==> src/logic/dpsb_pkg.sv <==
// constants, register map and types for the datapath source and blanking block
package dpsb_pkg;
  // register addresses
  localparam logic [11:0] A_TXEN = 12'h03f;
  localparam logic [11:0] A_FSC = 12'h042;
  localparam logic [11:0] A_UPS = 12'h110;
  localparam logic [11:0] A_DPCFG = 12'h111;
  localparam logic [11:0] A_TW_LO = 12'h114;
  localparam logic [11:0] A_TW_HI = 12'h115;
  localparam logic [11:0] A_DC_HI = 12'h14e;
  localparam logic [11:0] A_DC_LO = 12'h14f;
  localparam logic [11:0] A_DCT = 12'h150;
  localparam logic [11:0] A_STAT = 12'h151;
  localparam logic [11:0] A_HOP = 12'h800;
  // transmit-enable control fields
  localparam int TX_PASS_OUT = 7;
  localparam int TX_PASS_IN = 6;
  localparam int TX_NCO_PIN = 3;
  localparam int TX_OUT_PIN = 2;
  localparam int TX_IN_PIN = 1;
  localparam int TX_FSC_PIN = 0;
  localparam logic [7:0] TXEN_WMASK = 8'hcf;
  localparam logic [7:0] TXEN_RST = 8'hc0;
  // other fields
  localparam int DCT_BIT = 1;
  localparam int SINC_BIT = 7;
  localparam int NCO_EN_BIT = 6;
  localparam int MODE_HI = 7;
  localparam int MODE_LO = 6;
  localparam logic [1:0] MODE_DISC = 2'h1;
  localparam logic [3:0] UPS_BYPASS = 4'h0;
  localparam logic [7:0] FSC_RST = 8'hff;
  localparam logic [7:0] FSC_MIN_DIV = 8'h0a;
  localparam int TW_W = 16;
  // ramp timing: one current step per this time
  localparam int CLK_NS = 8;
  localparam int RAMP_STEP_NS = 64;
  localparam int RAMP_STEP_CYC = (RAMP_STEP_NS + CLK_NS - 1) / CLK_NS;
  // seven-tap rolloff compensation, symmetric, scaled by 2^6
  localparam int FIR_TAPS = 7;
  localparam int FIR_SHIFT = 6;
  localparam logic signed [7:0] FIR_COEF [FIR_TAPS] = '{8'shff, 8'sh02, 8'shf6, 8'sh50, 8'shf6, 8'sh02, 8'shff};
  // current ramp states, gray along the usual path
  typedef enum logic [1:0] {
    FSC_FULL = 2'b00,
    FSC_FALL = 2'b01,
    FSC_MIN = 2'b11,
    FSC_RISE = 2'b10
  } dpsb_fsc_t;
endpackage

==> src/logic/dpsb_sync2.sv <==
// two-flop synchroniser for pin levels
`timescale 1ns/1ns
module dpsb_sync2 #(
  parameter int W = 1
) (
  input wire logic core_clk_in,
  input wire logic rstn_in,
  input wire logic [W-1:0] d_in,
  output logic [W-1:0] q_out
);
  logic [W-1:0] meta; // first stage, read only by q_out

  // both stages clear on reset so the pin reads low until sampled
  always_ff @(posedge core_clk_in) begin
    if (!rstn_in) begin
      meta <= '0;
      q_out <= '0;
    end else begin
      meta <= d_in;
      q_out <= meta;
    end
  end
endmodule

==> src/logic/dpsb_fifo.sv <==
// small first-word-fall-through fifo for link samples
`timescale 1ns/1ns
module dpsb_fifo #(
  parameter int W = 16,
  parameter int DEPTH = 8
) (
  input wire logic core_clk_in,
  input wire logic rstn_in,
  input wire logic wr_valid_in,
  input wire logic [W-1:0] wr_data_in,
  output logic wr_ready_out,
  output logic rd_valid_out,
  output logic [W-1:0] rd_data_out,
  input wire logic rd_ready_in
);
  localparam int AW = $clog2(DEPTH);
  generate
    if (DEPTH < 2 || (1 << AW) != DEPTH) begin : g_bad
      $error("fifo depth must be a power of two of at least 2");
    end
  endgenerate
  logic [W-1:0] mem [DEPTH]; // storage
  logic [AW:0] wptr; // write pointer, extra wrap bit
  logic [AW:0] rptr; // read pointer, extra wrap bit
  logic push;
  logic pop;

  // honest flags from pointer compare
  assign wr_ready_out = (wptr ^ rptr) != {1'b1, {AW{1'b0}}};
  assign rd_valid_out = wptr != rptr;
  assign rd_data_out = mem[rptr[AW-1:0]];
  assign push = wr_valid_in && wr_ready_out;
  assign pop = rd_valid_out && rd_ready_in;

  // storage write, no reset needed for data
  always_ff @(posedge core_clk_in) begin
    if (push) begin
      mem[wptr[AW-1:0]] <= wr_data_in;
    end
  end

  // pointers
  always_ff @(posedge core_clk_in) begin
    if (!rstn_in) begin
      wptr <= '0;
      rptr <= '0;
    end else begin
      if (push) begin
        wptr <= wptr + 1'b1;
      end
      if (pop) begin
        rptr <= rptr + 1'b1;
      end
    end
  end
endmodule

==> src/logic/dpsb_datapath_blank.sv <==
// datapath source select, rolloff filter, blanking and current ramp
//
// Function
// - constant source select feeds datapath from test word
// - test word sixteen bits, two bytes, resets zero
// - link data received but kept off DAC
// - source select acts immediately, no restart
// - oscillator makes tone without any link
// - seven-tap rolloff filter only when enabled
// - link faults force zeros toward DAC unless constant source selected
// - control bit seven zeroes or passes output
// - control bit six zeroes or passes input
// - bit three picks oscillator reset source
// - bit two picks output zeroing source
// - bit one picks input zeroing source
// - bit zero picks current control source
// - pin ramps current down and back up
// - input zeroing ramps; bypass drops at once
// - change mode decides if reset happens
// - mode one clears phase on tuning update
`timescale 1ns/1ns
module dpsb_datapath_blank import dpsb_pkg::*; #(
  parameter int DW = 16,
  parameter int FIFO_DEPTH = 8
) (
  input wire logic core_clk_in,
  input wire logic rstn_in,
  input wire logic reg_wr_in,
  input wire logic [11:0] reg_addr_in,
  input wire logic [7:0] reg_wdata_in,
  output logic [7:0] reg_rdata_out,
  input wire logic link_valid_in,
  input wire logic [DW-1:0] link_data_in,
  output logic link_ready_out,
  input wire logic link_fault_in,
  input wire logic tx_enable_pin_in,
  input wire logic dac_ready_in,
  output logic [DW-1:0] dac_data_out,
  output logic [7:0] dac_fsc_out
);
  generate
    if (DW != 16) begin : g_bad_dw
      $error("data width must be 16, matching the two test word bytes");
    end
  endgenerate

  localparam int AW = DW + 8; // filter accumulator width

  logic [7:0] txen; // transmit-enable control
  logic [7:0] fsc_set; // programmed full-scale current
  logic [3:0] ups_sel; // upsample_ratio_select
  logic rolloff_comp_filter_on; // filter insert
  logic nco_en; // oscillator enable
  logic [DW-1:0] dc_word; // constant test word
  logic constant_source_select; // test word replaces link
  logic [1:0] hop_mode; // frequency change mode
  logic [7:0] tw_stage; // low tuning byte waits for high
  logic [TW_W-1:0] tuning_word; // active tuning word
  logic tw_upd; // one-cycle tuning update
  logic [TW_W-1:0] phase; // phase accumulator
  logic pin_s; // synchronised pin
  logic pin_q; // pin delayed for edges
  logic pin_rise;
  logic pass_in; // data may enter datapath
  logic pass_out; // data may reach DAC
  logic blank_out;
  logic nco_clear;
  logic fifo_valid;
  logic [DW-1:0] fifo_data;
  logic fifo_take;
  logic fifo_rd_ready;
  logic [DW-1:0] tone; // oscillator output
  logic [DW-1:0] src; // selected source sample
  logic [DW-1:0] s0; // datapath input stage
  logic [DW-1:0] taps [FIR_TAPS]; // filter delay line
  logic signed [AW-1:0] acc; // filter sum
  logic [DW-1:0] s1; // after rolloff filter
  logic [DW-1:0] smooth; // interpolation stand-in state
  logic [DW-1:0] next_smooth;
  logic [DW:0] avg_sum;
  dpsb_fsc_t fsc_state;
  dpsb_fsc_t next_fsc_state;
  logic [7:0] fsc_cur; // current code being driven
  logic [7:0] fsc_min; // floor of the ramp, about -20 dB
  logic [$clog2(RAMP_STEP_CYC+1)-1:0] step_cnt;
  logic step_tick;
  logic [7:0] next_rdata;

  // register write strobe for one address
  function automatic logic hit(input logic [11:0] a);
    return reg_wr_in && (reg_addr_in == a);
  endfunction

  // clamp a filter sum back to sample width
  function automatic logic [DW-1:0] sat(input logic signed [AW-1:0] v);
    logic signed [AW-1:0] hi;
    logic signed [AW-1:0] lo;
    hi = AW'({1'b0, {(DW-1){1'b1}}});
    lo = ~hi;
    if (v > hi) begin
      return {1'b0, {(DW-1){1'b1}}};
    end else if (v < lo) begin
      return {1'b1, {(DW-1){1'b0}}};
    end
    return v[DW-1:0];
  endfunction

  // pin is asynchronous to this clock
  dpsb_sync2 #(.W(1)) u_pin_sync (
    .core_clk_in(core_clk_in),
    .rstn_in(rstn_in),
    .d_in(tx_enable_pin_in),
    .q_out(pin_s)
  );

  // link samples buffer; back-pressure reaches the link
  dpsb_fifo #(.W(DW), .DEPTH(FIFO_DEPTH)) u_fifo (
    .core_clk_in(core_clk_in),
    .rstn_in(rstn_in),
    .wr_valid_in(link_valid_in),
    .wr_data_in(link_data_in),
    .wr_ready_out(link_ready_out),
    .rd_valid_out(fifo_valid),
    .rd_data_out(fifo_data),
    .rd_ready_in(fifo_rd_ready)
  );

  // transmit-enable control, reserved bits held zero
  always_ff @(posedge core_clk_in) begin
    if (!rstn_in) begin
      txen <= TXEN_RST;
    end else if (hit(A_TXEN)) begin
      txen <= reg_wdata_in & TXEN_WMASK;
    end
  end

  // datapath configuration registers
  always_ff @(posedge core_clk_in) begin
    if (!rstn_in) begin
      fsc_set <= FSC_RST;
      ups_sel <= UPS_BYPASS;
      rolloff_comp_filter_on <= 1'b0;
      nco_en <= 1'b0;
      hop_mode <= '0;
    end else begin
      if (hit(A_FSC)) begin
        fsc_set <= reg_wdata_in;
      end
      if (hit(A_UPS)) begin
        ups_sel <= reg_wdata_in[3:0];
      end
      if (hit(A_DPCFG)) begin
        rolloff_comp_filter_on <= reg_wdata_in[SINC_BIT];
        nco_en <= reg_wdata_in[NCO_EN_BIT];
      end
      if (hit(A_HOP)) begin
        hop_mode <= reg_wdata_in[MODE_HI:MODE_LO];
      end
    end
  end

  // test word bytes and source select; select acts next cycle
  always_ff @(posedge core_clk_in) begin
    if (!rstn_in) begin
      dc_word <= '0;
      constant_source_select <= 1'b0;
    end else begin
      if (hit(A_DC_HI)) begin
        dc_word[DW-1:8] <= reg_wdata_in;
      end
      if (hit(A_DC_LO)) begin
        dc_word[7:0] <= reg_wdata_in;
      end
      if (hit(A_DCT)) begin
        constant_source_select <= reg_wdata_in[DCT_BIT];
      end
    end
  end

  // tuning word: low byte staged, high byte write commits both
  always_ff @(posedge core_clk_in) begin
    if (!rstn_in) begin
      tw_stage <= '0;
      tuning_word <= '0;
      tw_upd <= 1'b0;
    end else begin
      tw_upd <= hit(A_TW_HI);
      if (hit(A_TW_LO)) begin
        tw_stage <= reg_wdata_in;
      end
      if (hit(A_TW_HI)) begin
        tuning_word <= {reg_wdata_in, tw_stage};
      end
    end
  end

  // pin edge for oscillator reset
  always_ff @(posedge core_clk_in) begin
    if (!rstn_in) begin
      pin_q <= 1'b0;
    end else begin
      pin_q <= pin_s;
    end
  end

  assign pin_rise = pin_s && !pin_q;
  // reset source picked by bit three, honoured only in mode one
  assign nco_clear = (hop_mode == MODE_DISC) && (txen[TX_NCO_PIN] ? pin_rise : tw_upd);
  assign pass_in = txen[TX_IN_PIN] ? pin_s : txen[TX_PASS_IN];
  assign pass_out = txen[TX_OUT_PIN] ? pin_s : txen[TX_PASS_OUT];
  // link faults only matter while the link feeds the datapath
  assign blank_out = !pass_out || (!constant_source_select && link_fault_in);

  // phase accumulator, runs with no link at all
  always_ff @(posedge core_clk_in) begin
    if (!rstn_in || !nco_en) begin
      phase <= '0;
    end else if (nco_clear) begin
      phase <= '0;
    end else begin
      phase <= phase + tuning_word;
    end
  end

  // tone is the test word with its sign flipped each half cycle
  assign tone = phase[TW_W-1] ? DW'(-dc_word) : dc_word;
  // in constant mode the fifo is drained and dropped so the link never stalls
  assign fifo_rd_ready = constant_source_select || dac_ready_in;
  assign fifo_take = fifo_valid && fifo_rd_ready;
  // underrun or a stalled DAC inserts zero rather than stale data
  assign src = constant_source_select ? (nco_en ? tone : dc_word) :
               (fifo_take ? fifo_data : '0);

  // datapath input stage with input zeroing
  always_ff @(posedge core_clk_in) begin
    if (!rstn_in) begin
      s0 <= '0;
    end else begin
      s0 <= pass_in ? src : '0;
    end
  end

  // filter delay line
  always_ff @(posedge core_clk_in) begin
    if (!rstn_in) begin
      for (int i = 0; i < FIR_TAPS; i++) begin
        taps[i] <= '0;
      end
    end else begin
      taps[0] <= s0;
      for (int i = 1; i < FIR_TAPS; i++) begin
        taps[i] <= taps[i-1];
      end
    end
  end

  // filter sum; center tap is taps[3], three cycles of group delay
  always_comb begin
    acc = '0;
    for (int i = 0; i < FIR_TAPS; i++) begin
      acc = acc + AW'(signed'(taps[i]) * FIR_COEF[i]);
    end
  end

  // filter inserted only on request, else straight through
  always_ff @(posedge core_clk_in) begin
    if (!rstn_in) begin
      s1 <= '0;
    end else begin
      s1 <= rolloff_comp_filter_on ? sat(acc >>> FIR_SHIFT) : s0;
    end
  end

  // outside bypass a simple averager stands in for the upsample
  // filters so that a zeroed input decays instead of stepping
  assign avg_sum = {s1[DW-1], s1} + {smooth[DW-1], smooth};
  assign next_smooth = (ups_sel == UPS_BYPASS) ? s1 : avg_sum[DW:1];

  always_ff @(posedge core_clk_in) begin
    if (!rstn_in) begin
      smooth <= '0;
    end else begin
      smooth <= next_smooth;
    end
  end

  // final blanking mux toward the DAC decoder
  always_ff @(posedge core_clk_in) begin
    if (!rstn_in) begin
      dac_data_out <= '0;
    end else begin
      dac_data_out <= blank_out ? '0 : next_smooth;
    end
  end

  // ramp pacing counter
  always_ff @(posedge core_clk_in) begin
    if (!rstn_in || step_tick) begin
      step_cnt <= '0;
    end else begin
      step_cnt <= step_cnt + 1'b1;
    end
  end

  assign step_tick = step_cnt == ($bits(step_cnt))'(RAMP_STEP_CYC - 1);
  // tenfold current drop is about 20 dB
  assign fsc_min = fsc_set / FSC_MIN_DIV;

  // current ramp sequencing
  always_comb begin
    next_fsc_state = fsc_state;
    unique case (fsc_state)
      FSC_FULL: begin
        if (txen[TX_FSC_PIN] && !pin_s) begin
          next_fsc_state = FSC_FALL;
        end
      end
      FSC_FALL: begin
        if (!txen[TX_FSC_PIN] || pin_s) begin
          next_fsc_state = FSC_RISE;
        end else if (fsc_cur <= fsc_min) begin
          next_fsc_state = FSC_MIN;
        end
      end
      FSC_MIN: begin
        if (!txen[TX_FSC_PIN] || pin_s) begin
          next_fsc_state = FSC_RISE;
        end
      end
      FSC_RISE: begin
        if (txen[TX_FSC_PIN] && !pin_s) begin
          next_fsc_state = FSC_FALL;
        end else if (fsc_cur >= fsc_set) begin
          next_fsc_state = FSC_FULL;
        end
      end
    endcase
  end

  always_ff @(posedge core_clk_in) begin
    if (!rstn_in) begin
      fsc_state <= FSC_FULL;
    end else begin
      fsc_state <= next_fsc_state;
    end
  end

  // current code: follows register when idle, steps while ramping
  always_ff @(posedge core_clk_in) begin
    if (!rstn_in) begin
      fsc_cur <= FSC_RST;
    end else if (fsc_state == FSC_FULL) begin
      fsc_cur <= fsc_set;
    end else if (step_tick && fsc_state == FSC_FALL && fsc_cur > fsc_min) begin
      fsc_cur <= fsc_cur - 8'h01;
    end else if (step_tick && fsc_state == FSC_RISE && fsc_cur < fsc_set) begin
      fsc_cur <= fsc_cur + 8'h01;
    end
  end

  assign dac_fsc_out = fsc_cur;

  // readback, one cycle after the address; unmapped reads zero
  always_comb begin
    unique case (reg_addr_in)
      A_TXEN: next_rdata = txen;
      A_FSC: next_rdata = fsc_set;
      A_UPS: next_rdata = {4'h0, ups_sel};
      A_DPCFG: next_rdata = {rolloff_comp_filter_on, nco_en, 6'h00};
      A_TW_LO: next_rdata = tuning_word[7:0];
      A_TW_HI: next_rdata = tuning_word[TW_W-1:8];
      A_DC_HI: next_rdata = dc_word[DW-1:8];
      A_DC_LO: next_rdata = dc_word[7:0];
      A_DCT: next_rdata = {6'h00, constant_source_select, 1'b0};
      A_STAT: next_rdata = {5'h00, fsc_state != FSC_FULL, blank_out, pin_s};
      A_HOP: next_rdata = {hop_mode, 6'h00};
      default: next_rdata = 8'h00;
    endcase
  end

  always_ff @(posedge core_clk_in) begin
    if (!rstn_in) begin
      reg_rdata_out <= '0;
    end else begin
      reg_rdata_out <= next_rdata;
    end
  end
endmodule

==> config.mk <==
export PLATFORM = sky130hd
export DESIGN_NAME = dpsb_datapath_blank
export DESIGN_NICKNAME = d
export VERILOG_FILES = /design/src/logic/dpsb_pkg.sv /design/src/logic/dpsb_sync2.sv /design/src/logic/dpsb_fifo.sv /design/src/logic/dpsb_datapath_blank.sv
export SDC_FILE = /design/constraint.sdc
export NUM_CORES = 1
export LEC_CHECK = 0
export ABC_CLOCK_PERIOD_IN_PS = 9160
export BUFFER_PORTS_ARGS = -buffer_cell sky130_fd_sc_hd__buf_2
export CORE_ASPECT_RATIO = 0.7
export CORE_MARGIN = 2
export CORE_UTILIZATION = 40
export DETAILED_ROUTE_END_ITERATION = 16
export PLACE_DENSITY_LB_ADDON = 0.08
export SYNTH_ARGS = -nofsm -noshare
export SYNTH_HDL_FRONTEND = slang
export SYNTH_SLANG_ARGS = --single-unit
==> constraint.sdc <==
create_clock -name core_clk_in -period 9.16 [get_ports core_clk_in]
set_input_delay 1.374 -clock core_clk_in [delete_from_list [all_inputs] [get_ports core_clk_in]]
set_output_delay 1.374 -clock core_clk_in [all_outputs]
set_load 0.01 [all_outputs]
==> summary.md, run 1 <==
| Metric | Value |
|---|---|
| Worst-skew pair later-pin latency | 0.60 ns |
| Maxcap violations | 0 |
| Max-slew headroom | between 20% and 30% |
| Tmin final | between 8 and 9 ns |
| Vias | 16,300 |
| CP Max Fanout | 15 |
| Bufs and invs on worst path | 3 |
| Area leader, netlist | dfxtp_1 |
| Detailed Route WL | around 58,000 um |
| Critical path capture point type | flop |
| Syn_area_per_cell | 10.4 sq um |
| First-pass GRT wire length | just over 90,000 um |
| Wire per inst | 18.0 um |
| Max Clock Freq | between 0.1 and 0.15 GHz |
| Row count | 75 |
| M1 GR Usage | between 20% and 30% |
| Global routing met3 resource utilization | 2.85% |
| Finish-stage setup viols | 0 |
| Setup WS post-layout | approximately 0.65 ns |
| Worst path max stage delay | about 0.62 ns |
| H-tree depth | 2 |
| First-pass detailed-route iteration total | 6 |
| GR peak layer | met1 |
| Clk pin slew, worst setup/hold paths | roughly 0.060 ns |
| Arr. time, crit path | slightly below 9 ns |
| Starting Density | between 40% and 50% |
| Unrepaired setup endpoints after global routing | false |
| Largest net degree at the start of global routing | about 90 |
| PortBufs | between 70 and 80 |
| NumNets Final | 2,750 |
| Worst Tran Pin Value | between 1 and 1.5 ns |
| EDFF count, synth | roughly 130 |
| CTS sink count | 420 |
| Core Region | 59,700 sq um |
| Max-slew violations | 0 |
| CP Launch Type | flop |
| Most common cell in the netlist | dfxtp_1 |
| Synth Cell Area | about 24,000 sq um |
| Final Util | approximately 45% |
| WS Path Type | flop to flop |
| Root buf cell | clkbuf_16 |
| Post-synth top cells | dfxtp_1, inv_1, ha_1 |
| Top cell type's share of synthesized area | 24.3% |
| Total track usage | 18.8% |
| Top delay family on crit path | adder cells |
| Cells resized by post-CTS repair | 0 |
| Post-Synthesis Cells | around 2,300 |
| I/O pins | 76 |
| Status | completed |
| Die X | 297 um |
| Tcrit/Tclk final | 92.9% |
| FF+latch count, synth | 420 |
| Overflow after GRT | 0 |
| Unique masters post-synth | 84 |
| GPL Wtd Cong | about 0.84 |
| Initial DRC count | between 1,000 and 1,500 |
| Leakage | 11.1 nW |
| Area delta synth->final | 11.6% |
| Setup Fix Bufs, Post-CTS | 0 |
| CTS Buf Count | between 40 and 50 |
| Fraction of layout cells with a size suffix above 1 | ~11% |
| Worst path most repeated cell | fa_1 |
| Dpl hpwl | between 40,000 and 50,000 um |
| CTS tree | built |
| Avg Vias per Cell | ~5 |
| Pwr Total | between 6 and 7 mW |
| Die height | ~210 um |
| Hold-fix buffers at CTS | 0 |
| Die area | a little over 60,000 sq um |
| Grt met2 use | 26.9% |
| Clock skew | slightly above 0.04 ns |
| Pre-CTS setup slack | about 0.62 ns |
| Sequential share of the synthesized area | around two fifths |
| Max clock buf depth | 3 |
| Asr flop ratio synth | 0% |
| Worst EP required | around 9.6 ns |
| Fin. Hold Viols | 0 |
| Synth area leaders | dfxtp_1, edfxtp_1, fa_1, ha_1, inv_1 |
| PD cells | approximately 250 nW/um^2 |
| Vias in the first global route | ~16,000 |
| Post-Route Setup TNS | 0 ns |
| CP max stage cell | a31oi_4 |
| Syn nets | around 2,700 |
| Final ANT Viol Nets | 0 |
| VDD IR-drop max | 0.000532 V |
| DRC violations left | 0 |
| Synth Warn # | 0 |
| Initial antenna violation count | 1 |
| Hold crit path type | flop to flop |
| Most used DFF post-synth | dfxtp_1 |
[area by class of cell]
class,count,area (sq um)
Fill cell,5647,32900
Antenna cell,1,2.50
Clock buffer,57,1250
Sequential cell,420,9690
Clock inverter,27,317
Tap cell,808,1010
Inverter,266,1000
Timing Repair Buffer,92,505
Multi-Input combinational cell,1542,13100
[registers in the layout, indices dropped and copies added, names as in the netlist, 6 cells and up, named ones only]
register	flops
dac_data_out	16
dac_fsc_out	8
dc_word	16
fsc_set	8
phase	16
reg_rdata_out	8
s0	16
s1	16
smooth	16
taps	112
tuning_word	16
tw_stage	8
txen	6
u_fifo.mem	128
[layout by cell type (no fill, tap or decap), types with 31 or more instances in the layout]
master	n
inv_1	264
and2_1	93
nand3_1	59
nor2_1	153
buf_2	74
fa_1	135
dfxtp_1	290
xnor2_1	90
nor3_1	31
a21oi_1	138
clkbuf_16	45
mux4_2	32
edfxtp_1	128
ha_1	205
nand2_1	171
o21ai_0	60
xor2_1	34
[cells by family after synthesis]
group | Yosys count | share of synthesized area (%)
compound gates | 399 | 10.8
xor+xnor | 126 | 4.68
simple gates | 613 | 12.3
fa+ha+maj | 340 | 21.9
mux | 64 | 4.49
buf+inv | 345 | 5.46
flops | 420 | 40.3
[worst paths after layout]
path                                 end  depth (start not counted)  slack (ns)              startpoint
setup / recovery        s1[4]$_SDFF_PN0_                         31        0.65   taps[2][1]$_SDFF_PN0_
setup reg to reg        s1[4]$_SDFF_PN0_                         31        0.65   taps[2][1]$_SDFF_PN0_
hold reg to reg   step_cnt[0]$_SDFF_PP0_                          1        0.45  step_cnt[0]$_SDFF_PP0_
hold / removal    step_cnt[0]$_SDFF_PP0_                          1        0.45  step_cnt[0]$_SDFF_PP0_
[routing by layer]
layer / routed length [um] / vias to the layer above
met5: 0 / -
met4: 1080 / 0
met3: 2920 / 71
met2: 23700 / 339
met1: 30100 / 7878
li1: - / 8019
[where the power goes]
part / switching [mW] / internal, mW / leakage (nW)
logic: 1.62 / 1.25 / 6.88
clock network: 0.806 / 1.09 / 0.742
registers: 0.0272 / 1.95 / 3.52
total: 2.45 / 4.29 / 11.1
[through the flow]
stage	std cells	cell area, sq um	hold slack [ns]
floorplan	2307	24000	0.412
global placement	3128	25300	0.434
detailed placement	3128	25300	0.440
CTS	3212	26800	0.451
global route	3213	26800	0.467
finish	3213	26800	0.449
(Power assumes the default switching activity.)
==> inputs of run 2 (changes only) <==
Settings changed: PLACE_DENSITY from default to 0.66, PLACE_DENSITY_LB_ADDON 0.08 to default.
==> run 2 against run 1 <==
  * First-iteration DRC count fell by 3.4%
  * Die area stayed put
  * Critical endpoint is now s1[3]$_SDFF_PN0_
  * Sequential power is essentially flat
  * Register-to-register slack about the same
  * Critical path depth is 4 lower
  * Core utilization shrank 0.12 points
  * Power fell by 0.44%
  * Wire length down 5.4%
  * Via count is 1.3% higher
==> summary.md, run 2 (synthesized netlist as in run 1, its figures left out) <==
| Metric | Value |
|---|---|
| Status | completed (unchanged) |
| Cells resized by post-CTS repair | 0 (unchanged) |
| First-pass detailed-route iteration total | 9 (was 6) |
| Fin. Hold Viols | 0 (unchanged) |
| VDD IR-drop max | 0.000531 V (was 0.000532 V) |
| WS Path Type | flop to flop (unchanged) |
| Reg2Reg Capture Point | s1[3]$_SDFF_PN0_ (was s1[4]$_SDFF_PN0_) |
| Initial DRC count | 1,142 (was 1,182) |
| Arr. time, crit path | 8.96 ns (was 8.95 ns) |
| Starting Density | 40.3% (unchanged) |
| Hold crit path type | flop to flop (unchanged) |
| Clk pin slew, worst setup/hold paths | 0.06 ns (about the same) |
| Detailed Route WL | 54,700 um (was 57,800 um) |
| Hold path depth | 1 (unchanged) |
| CTS Buf Count | 45 (unchanged) |
| CP Launch Type | flop (unchanged) |
| Unrepaired setup endpoints after global routing | false (unchanged) |
| Core Region | 59,700 sq um (unchanged) |
| Pre-CTS setup slack | 0.669 ns (was 0.625 ns) |
| Die area | 62,100 sq um (unchanged) |
| CP max stage cell | a31oi_4 (unchanged) |
| Worst path max stage delay | 0.58 ns (was 0.62 ns) |
| R2R depth | 27 (was 31) |
| Sw power | 2.41 mW (was 2.45 mW) |
| Share of power burned in combinational logic | 42.9% (was 42.5%) |
| H-tree depth | 2 (unchanged) |
| Reg2reg start | taps[4][1]$_SDFF_PN0_ (was taps[2][1]$_SDFF_PN0_) |
| Vias in the first global route | 16,800 (was 16,100) |
| Die X | 297 um (unchanged) |
| Post-Route Setup TNS | 0 ns (unchanged) |
| Largest net degree at the start of global routing | 79 (was 91) |
| Max-slew headroom | 16.0% (was 25.9%) |
| Commonest non-fill, non-tap cell in the layout | dfxtp_1 (unchanged) |
| ANT cells | 0 (was 1) |
| Most frequent cells in the layout | dfxtp_1, inv_1, ha_1, nand2_1, nor2_1 (unchanged) |
| Critical path capture point type | flop (unchanged) |
| End of the worst hold path | u_pin_sync.q_out$_SDFF_PN0_ (was step_cnt[0]$_SDFF_PP0_) |
| Initial antenna violation count | 0 (was 1) |
| Net Sw Frac | 35.8% (was 36.4%) |
| Vias | 16,500 (was 16,300) |
| Seq pwr share | 29.5% (was 29.3%) |
| Worst path most repeated cell | fa_1 (unchanged) |
| Overflow after GRT | 0 (unchanged) |
| Die height | 209 um (unchanged) |
| Hold-fix buffers at CTS | 0 (unchanged) |
| P_int | 4.31 mW (was 4.29 mW) |
| Clock skew | 0.0264 ns (was 0.0413 ns) |
| Leakage | 11.1 nW (about the same) |
| Setup Fix Bufs, Post-CTS | 0 (unchanged) |
| Max clock buf depth | 3 (unchanged) |
| Clock power frac | 27.6% (was 28.2%) |
| Final ANT Viol Nets | 0 (unchanged) |
| Root buf cell | clkbuf_16 (unchanged) |
| PD cells | 251 nW/um^2 (was 252 nW/um^2) |
| DRC violations left | 0 (unchanged) |
| DP Cell Count | 3,126 (was 3,128) |
| Row count | 75 (unchanged) |
| Setup WS post-layout | 0.635 ns (was 0.647 ns) |
| HP Start | u_pin_sync.meta$_SDFF_PN0_ (was step_cnt[0]$_SDFF_PP0_) |
| CTS tree | built (unchanged) |
| Tcrit/Tclk final | 93.1% (was 92.9%) |
| Wire per inst | 17.0 um (was 18.0 um) |
| CP Max Fanout | 15 (unchanged) |
| Max reg flops | 128 (unchanged) |
| First-pass GRT wire length | 89,800 um (was 91,700 um) |
| I/O pins | 76 (unchanged) |
| Worst EP required | 9.59 ns (about the same) |
| PortBufs | 75 (unchanged) |
| NumNets Final | 2,748 (was 2,750) |
| CTS sink count | 420 (unchanged) |
| Max Clock Freq | 0.117 GHz (about the same) |
| Pwr Total | 6.72 mW (was 6.75 mW) |
| Avg Vias per Cell | 5.15 (was 5.08) |
| GPL Wtd Cong | 0.875 (was 0.838) |
| Tmin final | 8.53 ns (was 8.51 ns) |
| Area delta synth->final | 11.3% (was 11.6%) |
| Worst Tran Pin Value | 1.25 ns (was 1.11 ns) |
| Reg2Reg Setup Slack | 0.63 ns (was 0.65 ns) |
| Total track usage | 17.9% (was 18.8%) |
| Seq. cell area | 9690 sq um (unchanged) |
| Finish-stage setup viols | 0 (unchanged) |
| Fraction of layout cells with a size suffix above 1 | 10.8% (was 10.9%) |
| Area of the multi-input gates | 13,100 sq um (about the same) |
| Worst-skew pair later-pin latency | 0.59 ns (was 0.60 ns) |
| Max-slew violations | 0 (unchanged) |
| Maxcap violations | 0 (unchanged) |
| Dpl hpwl | 41,000 um (was 43,100 um) |
| Fillers | 5,577 (was 5,647) |
| Fin cells | 3,208 (was 3,213) |
## run 2: cell count changes in the layout (fill, tap and decap cells not counted), sizes merged
| cell | delta |
|---|---|
| inv | +2 |
| clkinv | +3 |
| buf | -2 |
| clkinvlp | -6 |
| bufinv | +1 |
| clkbuf | -2 |
| diode | -1 |
## run 2: how the worst max path moves through the flow
stage	from	end	slack (ns)	cells past startpoint
global placement	taps[4][1]$_SDFF_PN0_	s1[1]$_SDFF_PN0_	0.89	27
detailed placement	taps[4][1]$_SDFF_PN0_	s1[3]$_SDFF_PN0_	0.67	27
finish	taps[4][1]$_SDFF_PN0_	s1[3]$_SDFF_PN0_	0.63	27
CTS	taps[4][1]$_SDFF_PN0_	s1[3]$_SDFF_PN0_	0.62	27
floorplan	taps[2][1]$_SDFF_PN0_	s1[10]$_SDFF_PN0_	1.60	31
global route	taps[4][1]$_SDFF_PN0_	s1[3]$_SDFF_PN0_	0.18	30
## run 2: final cells by class
| cell class | count | area share [%] |
|---|---|---|
| clock buffers | 55 | 4.57 |
| clock inverters | 27 | 1.04 |
| inverters | 266 | 3.74 |
| multi-input cells | 1542 | 48.8 |
| flip-flops and latches | 420 | 36.2 |
| well taps | 808 | 3.78 |
| repair buffers | 90 | 1.83 |
## run 2: power groups by stage
stage                     sequential (mW)  clock (mW)  combinational (mW)
after global routing                 1.98        1.96                3.25
after CTS                            1.98        1.89                2.91
after global placement               2.02           0                2.82
after floorplan                      2.01           0                2.41
final                                1.98        1.85                2.89
after detailed placement             2.02           0                2.86
## run 2: through the flow
| stage | util (%) | area [sq um] | hold slack [ns] |
|---|---|---|---|
| detailed placement | 42.3 | 25300 | 0.434 |
| finish | 44.8 | 26800 | 0.446 |
| global placement | 42.3 | 25300 | 0.427 |
| global route | 44.8 | 26800 | 0.457 |
| floorplan | - | 24000 | 0.412 |
| CTS | 44.8 | 26800 | 0.448 |
## run 2: layer usage
layer	global-route usage, %	up-vias	wire (um)	share of wire [%]
met5	0	-	0	0
met4	5.05	0	1270	2.3
met3	2.79	88	3530	6.5
met2	27.0	480	23400	43
met1	26.6	7941	26500	48
li1	-	8005	-	-
## run 2: critical path, delay by kind of cell, from the launching register on
kind | cells | cell delay, ns
adder cells (fa/ha/maj) | 9 | 3.95
flip-flops | 1 | 0.36
AND/OR/NAND/NOR | 3 | 0.29
buffers and inverters | 3 | 0.20
XOR/XNOR | 3 | 1.17
AO/OA/AOI/OAI | 9 | 2.36
